**src/hw/mcl_defs.svh**
```systemverilog
// offsets, field positions, reset values and timing figures of the supervisor
`ifndef MCL_DEFS_SVH
`define MCL_DEFS_SVH
`define MCL_OFF_CFG 8'h00
`define MCL_OFF_MOT 8'h04
`define MCL_OFF_FLT 8'h08
`define MCL_OFF_STS 8'h0C
`define MCL_CFG_RESET 32'h00003F00
`define MCL_MOT_RESET 32'h00000000
`define MCL_CFG_ACC_LSB 0
`define MCL_CFG_LCK_LSB 4
`define MCL_CFG_EN_LSB 8
`define MCL_MOT_RM_LSB 0
`define MCL_MOT_KT_LSB 8
`define MCL_FLT_OC_BIT 6
`define MCL_STS_AMP_LSB 16
`define MCL_ACC_STEP_MA 12'h0C8
`define MCL_LCK_STEP_MA 12'h1F4
`define MCL_NO_MOTOR_MA 12'h08C
`define MCL_BRAKE_FLOOR_MA 12'h064
`define MCL_ULIM_SHIFT 10
`define MCL_KTC_SHIFT 12
`define MCL_CLK_KHZ 200000
`define MCL_LOCK_OFF_MS 5000
`define MCL_ERR_WIN_MS 100
`define MCL_KT_WIN_MS 100
`define MCL_BRAKE_US 100
`endif

```
**src/hw/mcl_pkg.sv**
```systemverilog
// types shared by the supervisor files
package mcl_pkg;
	typedef enum logic [2:0] {
		MCL_RUN = 3'h1,
		MCL_BRAKE = 3'h2,
		MCL_OFF = 3'h4
	} mcl_state_t;
	typedef struct packed {
		logic [11:0] lowside_ma;
		logic [11:0] phase_u_ma;
		logic [15:0] speed;
		logic [15:0] amp_cmd;
	} mcl_meas_t;
	typedef struct packed {
		logic zero_cross;
		logic commutate;
		logic elec_cycle;
		logic ol_to_cl;
		logic closed_loop;
		logic open_loop;
		logic above_handoff;
	} mcl_events_t;
endpackage

```
**src/hw/mcl_persist.sv**
```systemverilog
// condition persistence timer: hit rises once cond has held limit cycles
`timescale 1ns/1ps
module mcl_persist #(
	parameter int W = 32
) (
	// clock and reset
	input wire logic aclk,
	input wire logic aresetn,
	input wire logic ce,
	// condition
	input wire logic cond,
	input wire logic [W-1:0] limit,
	output logic hit
);
	logic [W-1:0] cnt;
	always_ff @(posedge aclk) begin
		if (!aresetn) begin
			cnt <= '0;
			hit <= 1'b0;
		end else if (ce) begin
			if (!cond) begin
				cnt <= '0;
				hit <= 1'b0;
			end else if (cnt >= limit - W'(1)) begin
				hit <= 1'b1;
			end else begin
				cnt <= cnt + W'(1);
			end
		end
	end
endmodule

```
**src/hw/mcl_supervisor.sv**
```systemverilog
// current limit and lock detection supervisor with axi4-lite registers
`timescale 1ns/1ps
`include "mcl_defs.svh"
module mcl_supervisor #(
	parameter int LOCK_OFF_CYCLES = `MCL_LOCK_OFF_MS * `MCL_CLK_KHZ,
	parameter int ERR_WIN_CYCLES = `MCL_ERR_WIN_MS * `MCL_CLK_KHZ,
	parameter int KT_WIN_CYCLES = `MCL_KT_WIN_MS * `MCL_CLK_KHZ,
	parameter int BRAKE_CYCLES = `MCL_BRAKE_US * `MCL_CLK_KHZ / 1000
) (
	// clock, reset, enable
	input wire logic aclk,
	input wire logic aresetn,
	input wire logic ce,
	// axi4-lite slave
	input wire logic [7:0] s_axi_awaddr,
	input wire logic s_axi_awvalid,
	output logic s_axi_awready,
	input wire logic [31:0] s_axi_wdata,
	input wire logic [3:0] s_axi_wstrb,
	input wire logic s_axi_wvalid,
	output logic s_axi_wready,
	output logic [1:0] s_axi_bresp,
	output logic s_axi_bvalid,
	input wire logic s_axi_bready,
	input wire logic [7:0] s_axi_araddr,
	input wire logic s_axi_arvalid,
	output logic s_axi_arready,
	output logic [31:0] s_axi_rdata,
	output logic [1:0] s_axi_rresp,
	output logic s_axi_rvalid,
	input wire logic s_axi_rready,
	// motor control side
	input wire mcl_pkg::mcl_meas_t meas,
	input wire mcl_pkg::mcl_events_t ev,
	input wire logic fg_in,
	input wire logic short_pin,
	// bridge side
	output logic [15:0] amp_out,
	output logic bridge_hiz,
	output logic lowside_all_on,
	output logic restart,
	output logic speed_feedback_output
);
	mcl_pkg::mcl_state_t state;
	logic [31:0] cfg, mot;
	logic [5:0] fault_flags;
	logic oc_flag;
	logic [1:0] short_sync;
	logic [31:0] off_cnt;
	logic aw_held, w_held;
	logic [7:0] aw_addr;
	logic [31:0] w_data;
	logic [3:0] w_strb;
	logic [5:0] detect;
	logic trip, oc_now;
	logic [3:0] accel_current_threshold;
	logic [2:0] lock_current_threshold;
	logic [5:0] detect_scheme_enables;
	logic [6:0] phase_resistance_setting, bemf_constant_setting;
	logic [10:0] rm_val, kt_val;
	logic [11:0] acc_ma, lck_ma;
	logic [27:0] ulimit;
	logic [26:0] bemf_spd_full;
	logic [15:0] bemf_spd, bemf_cur, iu_drop;
	logic [31:0] half_acc;
	logic [19:0] ktc;
	logic ktc_valid;
	logic [31:0] comm_cnt, prev_period;
	logic prev_valid;
	logic ol_armed, ol_seen;
	logic flag_abnormal_speed_hit, flag_abnormal_constant_hit, brake_done;

	assign accel_current_threshold = cfg[`MCL_CFG_ACC_LSB +: 4];
	assign lock_current_threshold = cfg[`MCL_CFG_LCK_LSB +: 3];
	assign detect_scheme_enables = cfg[`MCL_CFG_EN_LSB +: 6];
	assign phase_resistance_setting = mot[`MCL_MOT_RM_LSB +: 7];
	assign bemf_constant_setting = mot[`MCL_MOT_KT_LSB +: 7];

	// exponent and mantissa settings and current threshold steps to linear values
	assign rm_val = 11'({7'h00, phase_resistance_setting[3:0]} << phase_resistance_setting[6:4]);
	assign kt_val = 11'({7'h00, bemf_constant_setting[3:0]} << bemf_constant_setting[6:4]);
	assign acc_ma = 12'(({8'h00, accel_current_threshold} + 12'h001) * `MCL_ACC_STEP_MA);
	assign lck_ma = 12'(({9'h000, lock_current_threshold} + 12'h001) * `MCL_LCK_STEP_MA);

	// voltage cap from programmed motor model, no current measured
	assign ulimit = 28'((23'(acc_ma) * 23'(rm_val)) >> `MCL_ULIM_SHIFT)
		+ 28'((27'(meas.speed) * 27'(kt_val)) >> `MCL_ULIM_SHIFT);
	assign bemf_spd_full = 27'((27'(meas.speed) * 27'(kt_val)) >> `MCL_ULIM_SHIFT);
	assign bemf_spd = (|bemf_spd_full[26:16]) ? 16'hFFFF : bemf_spd_full[15:0];
	assign iu_drop = 16'((23'(meas.phase_u_ma) * 23'(rm_val)) >> `MCL_ULIM_SHIFT);
	assign bemf_cur = (amp_out > iu_drop) ? amp_out - iu_drop : 16'h0000;

	// drive amplitude clamp, closed loop only, zero outside run state
	always_ff @(posedge aclk) begin
		if (!aresetn) begin
			amp_out <= 16'h0000;
		end else if (ce) begin
			if (state != mcl_pkg::MCL_RUN) begin
				amp_out <= 16'h0000;
			end else if (ev.closed_loop && (28'(meas.amp_cmd) > ulimit)) begin
				amp_out <= ulimit[15:0];
			end else begin
				amp_out <= meas.amp_cmd;
			end
		end
	end

	// short circuit pin synchroniser
	always_ff @(posedge aclk) begin
		if (!aresetn) begin
			short_sync <= 2'h0;
		end else if (ce) begin
			short_sync <= {short_sync[0], short_pin};
		end
	end
	assign oc_now = short_sync[1];

	// bemf integration over each half electrical cycle
	always_ff @(posedge aclk) begin
		if (!aresetn) begin
			half_acc <= 32'h0;
			ktc <= 20'h0;
			ktc_valid <= 1'b0;
		end else if (ce) begin
			if (restart) begin
				half_acc <= 32'h0;
				ktc_valid <= 1'b0;
			end else if (ev.zero_cross) begin
				ktc <= half_acc[`MCL_KTC_SHIFT +: 20];
				ktc_valid <= ev.closed_loop;
				half_acc <= 32'(bemf_cur);
			end else begin
				half_acc <= half_acc + 32'(bemf_cur);
			end
		end
	end

	// bemf far above amplitude for the error window
	mcl_persist #(.W(32)) u_speed_err (
		.aclk(aclk), .aresetn(aresetn), .ce(ce),
		.cond(ev.closed_loop && ({1'b0, bemf_spd} > 17'(amp_out) + 17'(amp_out >> 1))),
		.limit(32'(ERR_WIN_CYCLES)), .hit(flag_abnormal_speed_hit)
	);
	// measured constant outside half to one and a half of programmed
	mcl_persist #(.W(32)) u_kt_err (
		.aclk(aclk), .aresetn(aresetn), .ce(ce),
		.cond(ktc_valid && ((ktc < 20'(kt_val - (kt_val >> 1)))
			|| (ktc > 20'(kt_val + (kt_val >> 1))))),
		.limit(32'(KT_WIN_CYCLES)), .hit(flag_abnormal_constant_hit)
	);
	// brake current under floor for the brake time
	mcl_persist #(.W(32)) u_brake (
		.aclk(aclk), .aresetn(aresetn), .ce(ce),
		.cond((state == mcl_pkg::MCL_BRAKE) && (meas.phase_u_ma < `MCL_BRAKE_FLOOR_MA)),
		.limit(32'(BRAKE_CYCLES)), .hit(brake_done)
	);

	// open loop: one electrical cycle past handoff rate with no bemf
	always_ff @(posedge aclk) begin
		if (!aresetn) begin
			ol_armed <= 1'b0;
			ol_seen <= 1'b0;
		end else if (ce) begin
			if (!ev.open_loop || !ev.above_handoff || restart) begin
				ol_armed <= 1'b0;
				ol_seen <= 1'b0;
			end else if (ev.elec_cycle) begin
				ol_armed <= 1'b1;
				ol_seen <= 1'b0;
			end else if (ev.zero_cross) begin
				ol_seen <= 1'b1;
			end
		end
	end

	// commutation period tracking
	always_ff @(posedge aclk) begin
		if (!aresetn) begin
			comm_cnt <= 32'h0;
			prev_period <= 32'h0;
			prev_valid <= 1'b0;
		end else if (ce) begin
			if (!ev.closed_loop || restart) begin
				comm_cnt <= 32'h0;
				prev_valid <= 1'b0;
			end else if (ev.commutate) begin
				prev_period <= comm_cnt;
				prev_valid <= 1'b1;
				comm_cnt <= 32'h0;
			end else if (comm_cnt != 32'hFFFFFFFF) begin
				comm_cnt <= comm_cnt + 32'h1;
			end
		end
	end

	// raw detections, scheme order bit 0 to 5
	always_comb begin
		detect[0] = meas.lowside_ma > lck_ma;
		detect[1] = flag_abnormal_speed_hit;
		detect[2] = flag_abnormal_constant_hit;
		detect[3] = ev.ol_to_cl && (meas.phase_u_ma <= `MCL_NO_MOTOR_MA);
		detect[4] = ol_armed && ev.elec_cycle && !ol_seen;
		detect[5] = ev.closed_loop && prev_valid && ({1'b0, comm_cnt} > {prev_period, 1'b0});
	end
	// enabled schemes trip, overcurrent always trips
	assign trip = (state == mcl_pkg::MCL_RUN) && ((|(detect & detect_scheme_enables)) || oc_now);

	// fault flags: set even when disabled, cleared at restart, set wins
	always_ff @(posedge aclk) begin
		if (!aresetn) begin
			fault_flags <= 6'h00;
			oc_flag <= 1'b0;
		end else if (ce) begin
			fault_flags <= (restart ? 6'h00 : fault_flags) | detect;
			oc_flag <= (restart ? 1'b0 : oc_flag) | oc_now;
		end
	end

	// run, brake, off sequence with lock-off retry
	always_ff @(posedge aclk) begin
		if (!aresetn) begin
			state <= mcl_pkg::MCL_RUN;
			off_cnt <= 32'h0;
			restart <= 1'b0;
		end else if (ce) begin
			restart <= 1'b0;
			case (state)
				mcl_pkg::MCL_RUN: begin
					off_cnt <= 32'h0;
					if (trip) begin
						state <= mcl_pkg::MCL_BRAKE;
					end
				end
				mcl_pkg::MCL_BRAKE: begin
					if (brake_done) begin
						state <= mcl_pkg::MCL_OFF;
					end
				end
				mcl_pkg::MCL_OFF: begin
					if (off_cnt >= 32'(LOCK_OFF_CYCLES) - 32'h1) begin
						state <= mcl_pkg::MCL_RUN;
						restart <= 1'b1;
					end else begin
						off_cnt <= off_cnt + 32'h1;
					end
				end
				default: begin
					state <= mcl_pkg::MCL_RUN;
				end
			endcase
		end
	end

	// bridge and speed feedback outputs
	always_ff @(posedge aclk) begin
		if (!aresetn) begin
			bridge_hiz <= 1'b0;
			lowside_all_on <= 1'b0;
			speed_feedback_output <= 1'b0;
		end else if (ce) begin
			bridge_hiz <= (state == mcl_pkg::MCL_OFF) || (state == mcl_pkg::MCL_BRAKE && brake_done);
			lowside_all_on <= (state == mcl_pkg::MCL_BRAKE && !brake_done) || (state == mcl_pkg::MCL_RUN && trip);
			speed_feedback_output <= (state != mcl_pkg::MCL_RUN) || trip || fg_in;
		end
	end

	// axi4-lite write: address and data held in either order
	always_ff @(posedge aclk) begin
		if (!aresetn) begin
			aw_held <= 1'b0;
			w_held <= 1'b0;
			aw_addr <= 8'h00;
			w_data <= 32'h0;
			w_strb <= 4'h0;
			s_axi_bvalid <= 1'b0;
			s_axi_bresp <= 2'h0;
			cfg <= `MCL_CFG_RESET;
			mot <= `MCL_MOT_RESET;
		end else if (ce) begin
			if (s_axi_awvalid && s_axi_awready) begin
				aw_held <= 1'b1;
				aw_addr <= s_axi_awaddr;
			end
			if (s_axi_wvalid && s_axi_wready) begin
				w_held <= 1'b1;
				w_data <= s_axi_wdata;
				w_strb <= s_axi_wstrb;
			end
			if (s_axi_bvalid && s_axi_bready) begin
				s_axi_bvalid <= 1'b0;
			end
			if (aw_held && w_held && !s_axi_bvalid) begin
				aw_held <= 1'b0;
				w_held <= 1'b0;
				s_axi_bvalid <= 1'b1;
				s_axi_bresp <= 2'h0;
				for (int i = 0; i < 4; i++) begin
					if (w_strb[i] && aw_addr == `MCL_OFF_CFG) begin
						cfg[i*8 +: 8] <= w_data[i*8 +: 8];
					end
					if (w_strb[i] && aw_addr == `MCL_OFF_MOT) begin
						mot[i*8 +: 8] <= w_data[i*8 +: 8];
					end
				end
				if (aw_addr != `MCL_OFF_CFG && aw_addr != `MCL_OFF_MOT) begin
					s_axi_bresp <= 2'h2;
				end
			end
		end
	end
	assign s_axi_awready = !aw_held;
	assign s_axi_wready = !w_held;

	// axi4-lite read
	always_ff @(posedge aclk) begin
		if (!aresetn) begin
			s_axi_rvalid <= 1'b0;
			s_axi_rdata <= 32'h0;
			s_axi_rresp <= 2'h0;
		end else if (ce) begin
			if (s_axi_rvalid && s_axi_rready) begin
				s_axi_rvalid <= 1'b0;
			end else if (s_axi_arvalid && !s_axi_rvalid) begin
				s_axi_rvalid <= 1'b1;
				s_axi_rresp <= 2'h0;
				case (s_axi_araddr)
					`MCL_OFF_CFG: s_axi_rdata <= {18'h0, cfg[13:8], 1'b0, cfg[6:0]};
					`MCL_OFF_MOT: s_axi_rdata <= {17'h0, mot[14:8], 1'b0, mot[6:0]};
					`MCL_OFF_FLT: s_axi_rdata <= {25'h0, oc_flag, fault_flags};
					`MCL_OFF_STS: s_axi_rdata <= {amp_out, 13'h0, state};
					default: begin
						s_axi_rdata <= 32'h0;
						s_axi_rresp <= 2'h2;
					end
				endcase
			end
		end
	end
	assign s_axi_arready = !s_axi_rvalid;
endmodule

```
**config.mk**
```make
export PLATFORM = sky130hd
export DESIGN_NAME = mcl_supervisor
export DESIGN_NICKNAME = d
export VERILOG_FILES = /design/src/hw/mcl_pkg.sv /design/src/hw/mcl_persist.sv /design/src/hw/mcl_supervisor.sv
export VERILOG_INCLUDE_DIRS = /design/src /design/src/hw
export SDC_FILE = /design/constraint.sdc
export NUM_CORES = 2
export LEC_CHECK = 0
export ABC_AREA = 1
export BUFFER_PORTS_ARGS = -buffer_cell sky130_fd_sc_hd__buf_4
export CORE_UTILIZATION = 40
export CTS_BUF_LIST = sky130_fd_sc_hd__clkbuf_8
export CTS_CLUSTER_SIZE = 8
export DETAILED_ROUTE_END_ITERATION = 7
export HOLD_SLACK_MARGIN = 0.15
export PLACE_DENSITY = 0.63
export SYNTH_ARGS = -nofsm -noshare
export SYNTH_HDL_FRONTEND = slang
export SYNTH_SLANG_ARGS = --single-unit
```
**constraint.sdc**
```tcl
create_clock -name aclk -period 12.79 [get_ports aclk]
set_clock_uncertainty 0.2 [all_clocks]
set_input_delay 1.279 -clock aclk [delete_from_list [all_inputs] [get_ports aclk]]
set_output_delay 1.279 -clock aclk [all_outputs]
set_load 0.02 [all_outputs]
```
==> impl_metrics.ini <==
[floorplanning]
die_width_um = 302.4
num_rows = 109
initial_core_util_pct = 40.59
die-height_um = 302.4
fp.coreArea_um2 = 88920
die_area_um2 = 91430
boundaryPins = 186

[grt]
first_global_vias = 31680
grt_start_max_net_pins = 90
gr-total-overflow = 0
initial_antenna_violation_count = 3
global_route.usage.total_pct = 22.30
wire_length_of_the_first_global_routing_pass_um = 163800

[critical_path]
rr_startpoint = mot[4]
worst-path-stages = 47
crit_family = adder cells
worst_path_max_fanout = 15
r2r_slack_ns = 1.71
crit_start = mot[4]
timing.critical_path.to = half_acc[26]
type_of_the_setup_path_with_the_least_slack = reg -> reg
critical_path_arrival_ns = 11.45
critical_path.max_stage_delay_ns = 0.57
timing.critical_path.slowest_stage_cell = sky130_fd_sc_hd__inv_1
r2r.worst_path.cells = 47
critical_path_startpoint_category = flop
reg2reg_to = half_acc[26]
worst_ep_required_time_ns = 13.16
critPathCaptureType = flop
cell_repeated_most_along_the_worst_path = sky130_fd_sc_hd__nand2_1
cp.buffers_inverters = 7

[clocking]
clock_tree_from_tritoncts = yes
clkSinkCount = 370
numCtsBuffers = 69
clockBufferDepth = 3
insertion_delay_ns = 0.67
cts.repair_timing.setup_buffer_count = 0
clock_pin_slew_on_the_worst_setup_and_hold_paths_ns = 0.06
cts_repair_resize_count = 0
cts.hold.buffers_added = 0
cts_max_level = 3
clk_root_buffer_cell = sky130_fd_sc_hd__clkbuf_8

[logic_synthesis]
mappedNetlistArea_um2 = 36090
synth_top_area_cell = sky130_fd_sc_hd__dfxtp_1
synth.most_common_cell = sky130_fd_sc_hd__nand2_1
synth.area.top_cells = sky130_fd_sc_hd__dfxtp_1, sky130_fd_sc_hd__fa_1, sky130_fd_sc_hd__ha_1
synth-edff-count = 0
synth-main-ff-cell = sky130_fd_sc_hd__dfxtp_1
synth_top_cell_area_share_pct = 20.52
ys.warnings.count = 0
netlist-cell-type-count = 65
synth_cells = 5035
ys_ff_latch = 370
synth_area_per_cell_um2 = 7.168
yosysSeqAreaShare_pct = 20.52
synth_top_cells_by_count = sky130_fd_sc_hd__nand2_1, sky130_fd_sc_hd__inv_1, sky130_fd_sc_hd__nor2_1, sky130_fd_sc_hd__a21oi_1, sky130_fd_sc_hd__ha_1
synthArstFlopShare_pct = 0

[flow_run]
cap_violations = 0

[pwr]
total_leakage_power_nw = 18.42
peakVddDrop_v = 0.00008758
power.density_cell_area_nw_per_um2 = 72.22

[route]
first_pass_iters = 6
num_vias = 32880
initialDrtViolationCount = 2016
drc = 0
avgRoutedWirePerCell_um = 15.94
post_drt_via_cell_ratio = 5.174
wirelength_um = 101300
route.antenna.remaining_nets = 0

[run_status]
run_status = finished, final reports clean

[timing]
timing.final.crit_share_pct = 86.62
setup_violations = 0
drv_slew = 0
worst_pin_slew_ns = 1.172
max_freq_mhz = 90.27
hold_viol_final = 0
fin_setup_tns_ns = 0
max-slew-margin-rel_pct = 21.58
rsz0062_at_grt = no
layout_min_cycle_time_ns = 11.08
finalWorstSetupSlack_ns = 1.712

[placed_design]
gp_congestion = 0.9442
dp_worst_setup_slack_ns = 1.766
io_buffers = 161
place_area_um2 = 38380
dpl.hpwl_um = 79630

[finish]
finish.net_count = 5931
post-route-cell-area_um2 = 39750
syn_to_final_growth_pct = 10.14
final_layout_size_suffix_gt1_share_pct = 6.533

[worst_hold_path]
hold_path_class = reg -> reg
## flip-flops by register name, indices dropped and copies added, names as in the netlist, 16 cells and up
name,flops
u_brake.cnt,32
ktc,20
off_cnt,32
amp_out,16
comm_cnt,32
prev_period,32
u_kt_err.cnt,32
u_speed_err.cnt,32
s_axi_rdata,30
half_acc,32
## stage by stage
| stage | hold WS (ns) | utilization (%) | total power [mW] | instances |
|---|---|---|---|---|
| after floorplan | 0.2180 | - | 1.564 | 5038 |
| after global placement | 0.2268 | 43.16 | 1.716 | 6240 |
| after detailed placement | 0.2305 | 43.16 | 1.721 | 6240 |
| after CTS | 0.2410 | 44.69 | 2.902 | 6354 |
| after global routing | 0.2480 | 44.70 | 3.017 | 6356 |
| final | 0.2394 | 44.70 | 2.871 | 6356 |
## cells by family (layout without fill, tap and decap cells)
logic type	after synthesis	in the layout	share of synthesized area, %
multiplexers	1	1	0.02774
AO/OA/AOI/OAI	879	879	13.22
adder cells (fa/ha/maj)	660	660	28.87
XOR/XNOR	155	155	3.762
other	1	6	0.01039
buffers and inverters	959	1110	10.13
flip-flops	370	370	20.52
AND/OR/NAND/NOR	2010	2010	23.45
## worst min-delay path by stage
stage	from	end	slack, ns	cells past startpoint
finish	u_speed_err.cnt[31]	u_speed_err.cnt[31]	0.24	2
global route	u_brake.cnt[20]	u_brake.cnt[20]	0.25	2
CTS	u_speed_err.cnt[31]	u_speed_err.cnt[31]	0.24	2
detailed placement	u_speed_err.cnt[29]	u_speed_err.cnt[29]	0.23	2
global placement	u_brake.cnt[21]	u_brake.cnt[21]	0.23	2
floorplan	u_speed_err.cnt[27]	u_speed_err.cnt[27]	0.22	2
## layer usage
layer	vias up	GRT usage, %	wire length [um]
met5	-	0	11
met4	2	6.808	2948
met1	15440	29.78	46240
li1	16460	-	-
met2	812	35.88	45170
met3	170	4.884	6961
## placed cells by master, fill, tap and decap left out, types with 101 or more instances in the layout
master / Yosys / routed
sky130_fd_sc_hd__nand3_1: 163 / 163
sky130_fd_sc_hd__inv_1: 794 / 812
sky130_fd_sc_hd__fa_1: 288 / 288
sky130_fd_sc_hd__buf_4: 4 / 188
sky130_fd_sc_hd__nor2_1: 560 / 555
sky130_fd_sc_hd__xor2_1: 104 / 104
sky130_fd_sc_hd__a21oi_1: 435 / 435
sky130_fd_sc_hd__ha_1: 372 / 372
sky130_fd_sc_hd__dfxtp_1: 370 / 370
sky130_fd_sc_hd__nor3_1: 101 / 101
sky130_fd_sc_hd__o21ai_0: 295 / 295
sky130_fd_sc_hd__nand2_1: 988 / 988
## area by class of cell
type	instances	area (um2)
clock buffers	77	1060
diodes	2	5.005
repair buffers	188	1411
multi-input cells	3709	25070
well taps	1165	1458
clock inverters	37	299.0
fillers	9231	49170
flip-flops and latches	370	7407
inverters	808	3040
## worst min-delay path, stage by stage, from the launching register on
cell and delay, ns:
sky130_fd_sc_hd__dfxtp_1 0.31, sky130_fd_sc_hd__nand2_1 0.06, sky130_fd_sc_hd__nor2_1 0.03
## power breakdown
group / internal (mW) / total, mW / switching (mW)
Clock: 0.636 / 1.17 / 0.534
Combinational: 0.166 / 0.482 / 0.316
Sequential: 1.19 / 1.22 / 0.0315
Total: 1.99 / 2.87 / 0.881
(Power assumes the default switching activity.)
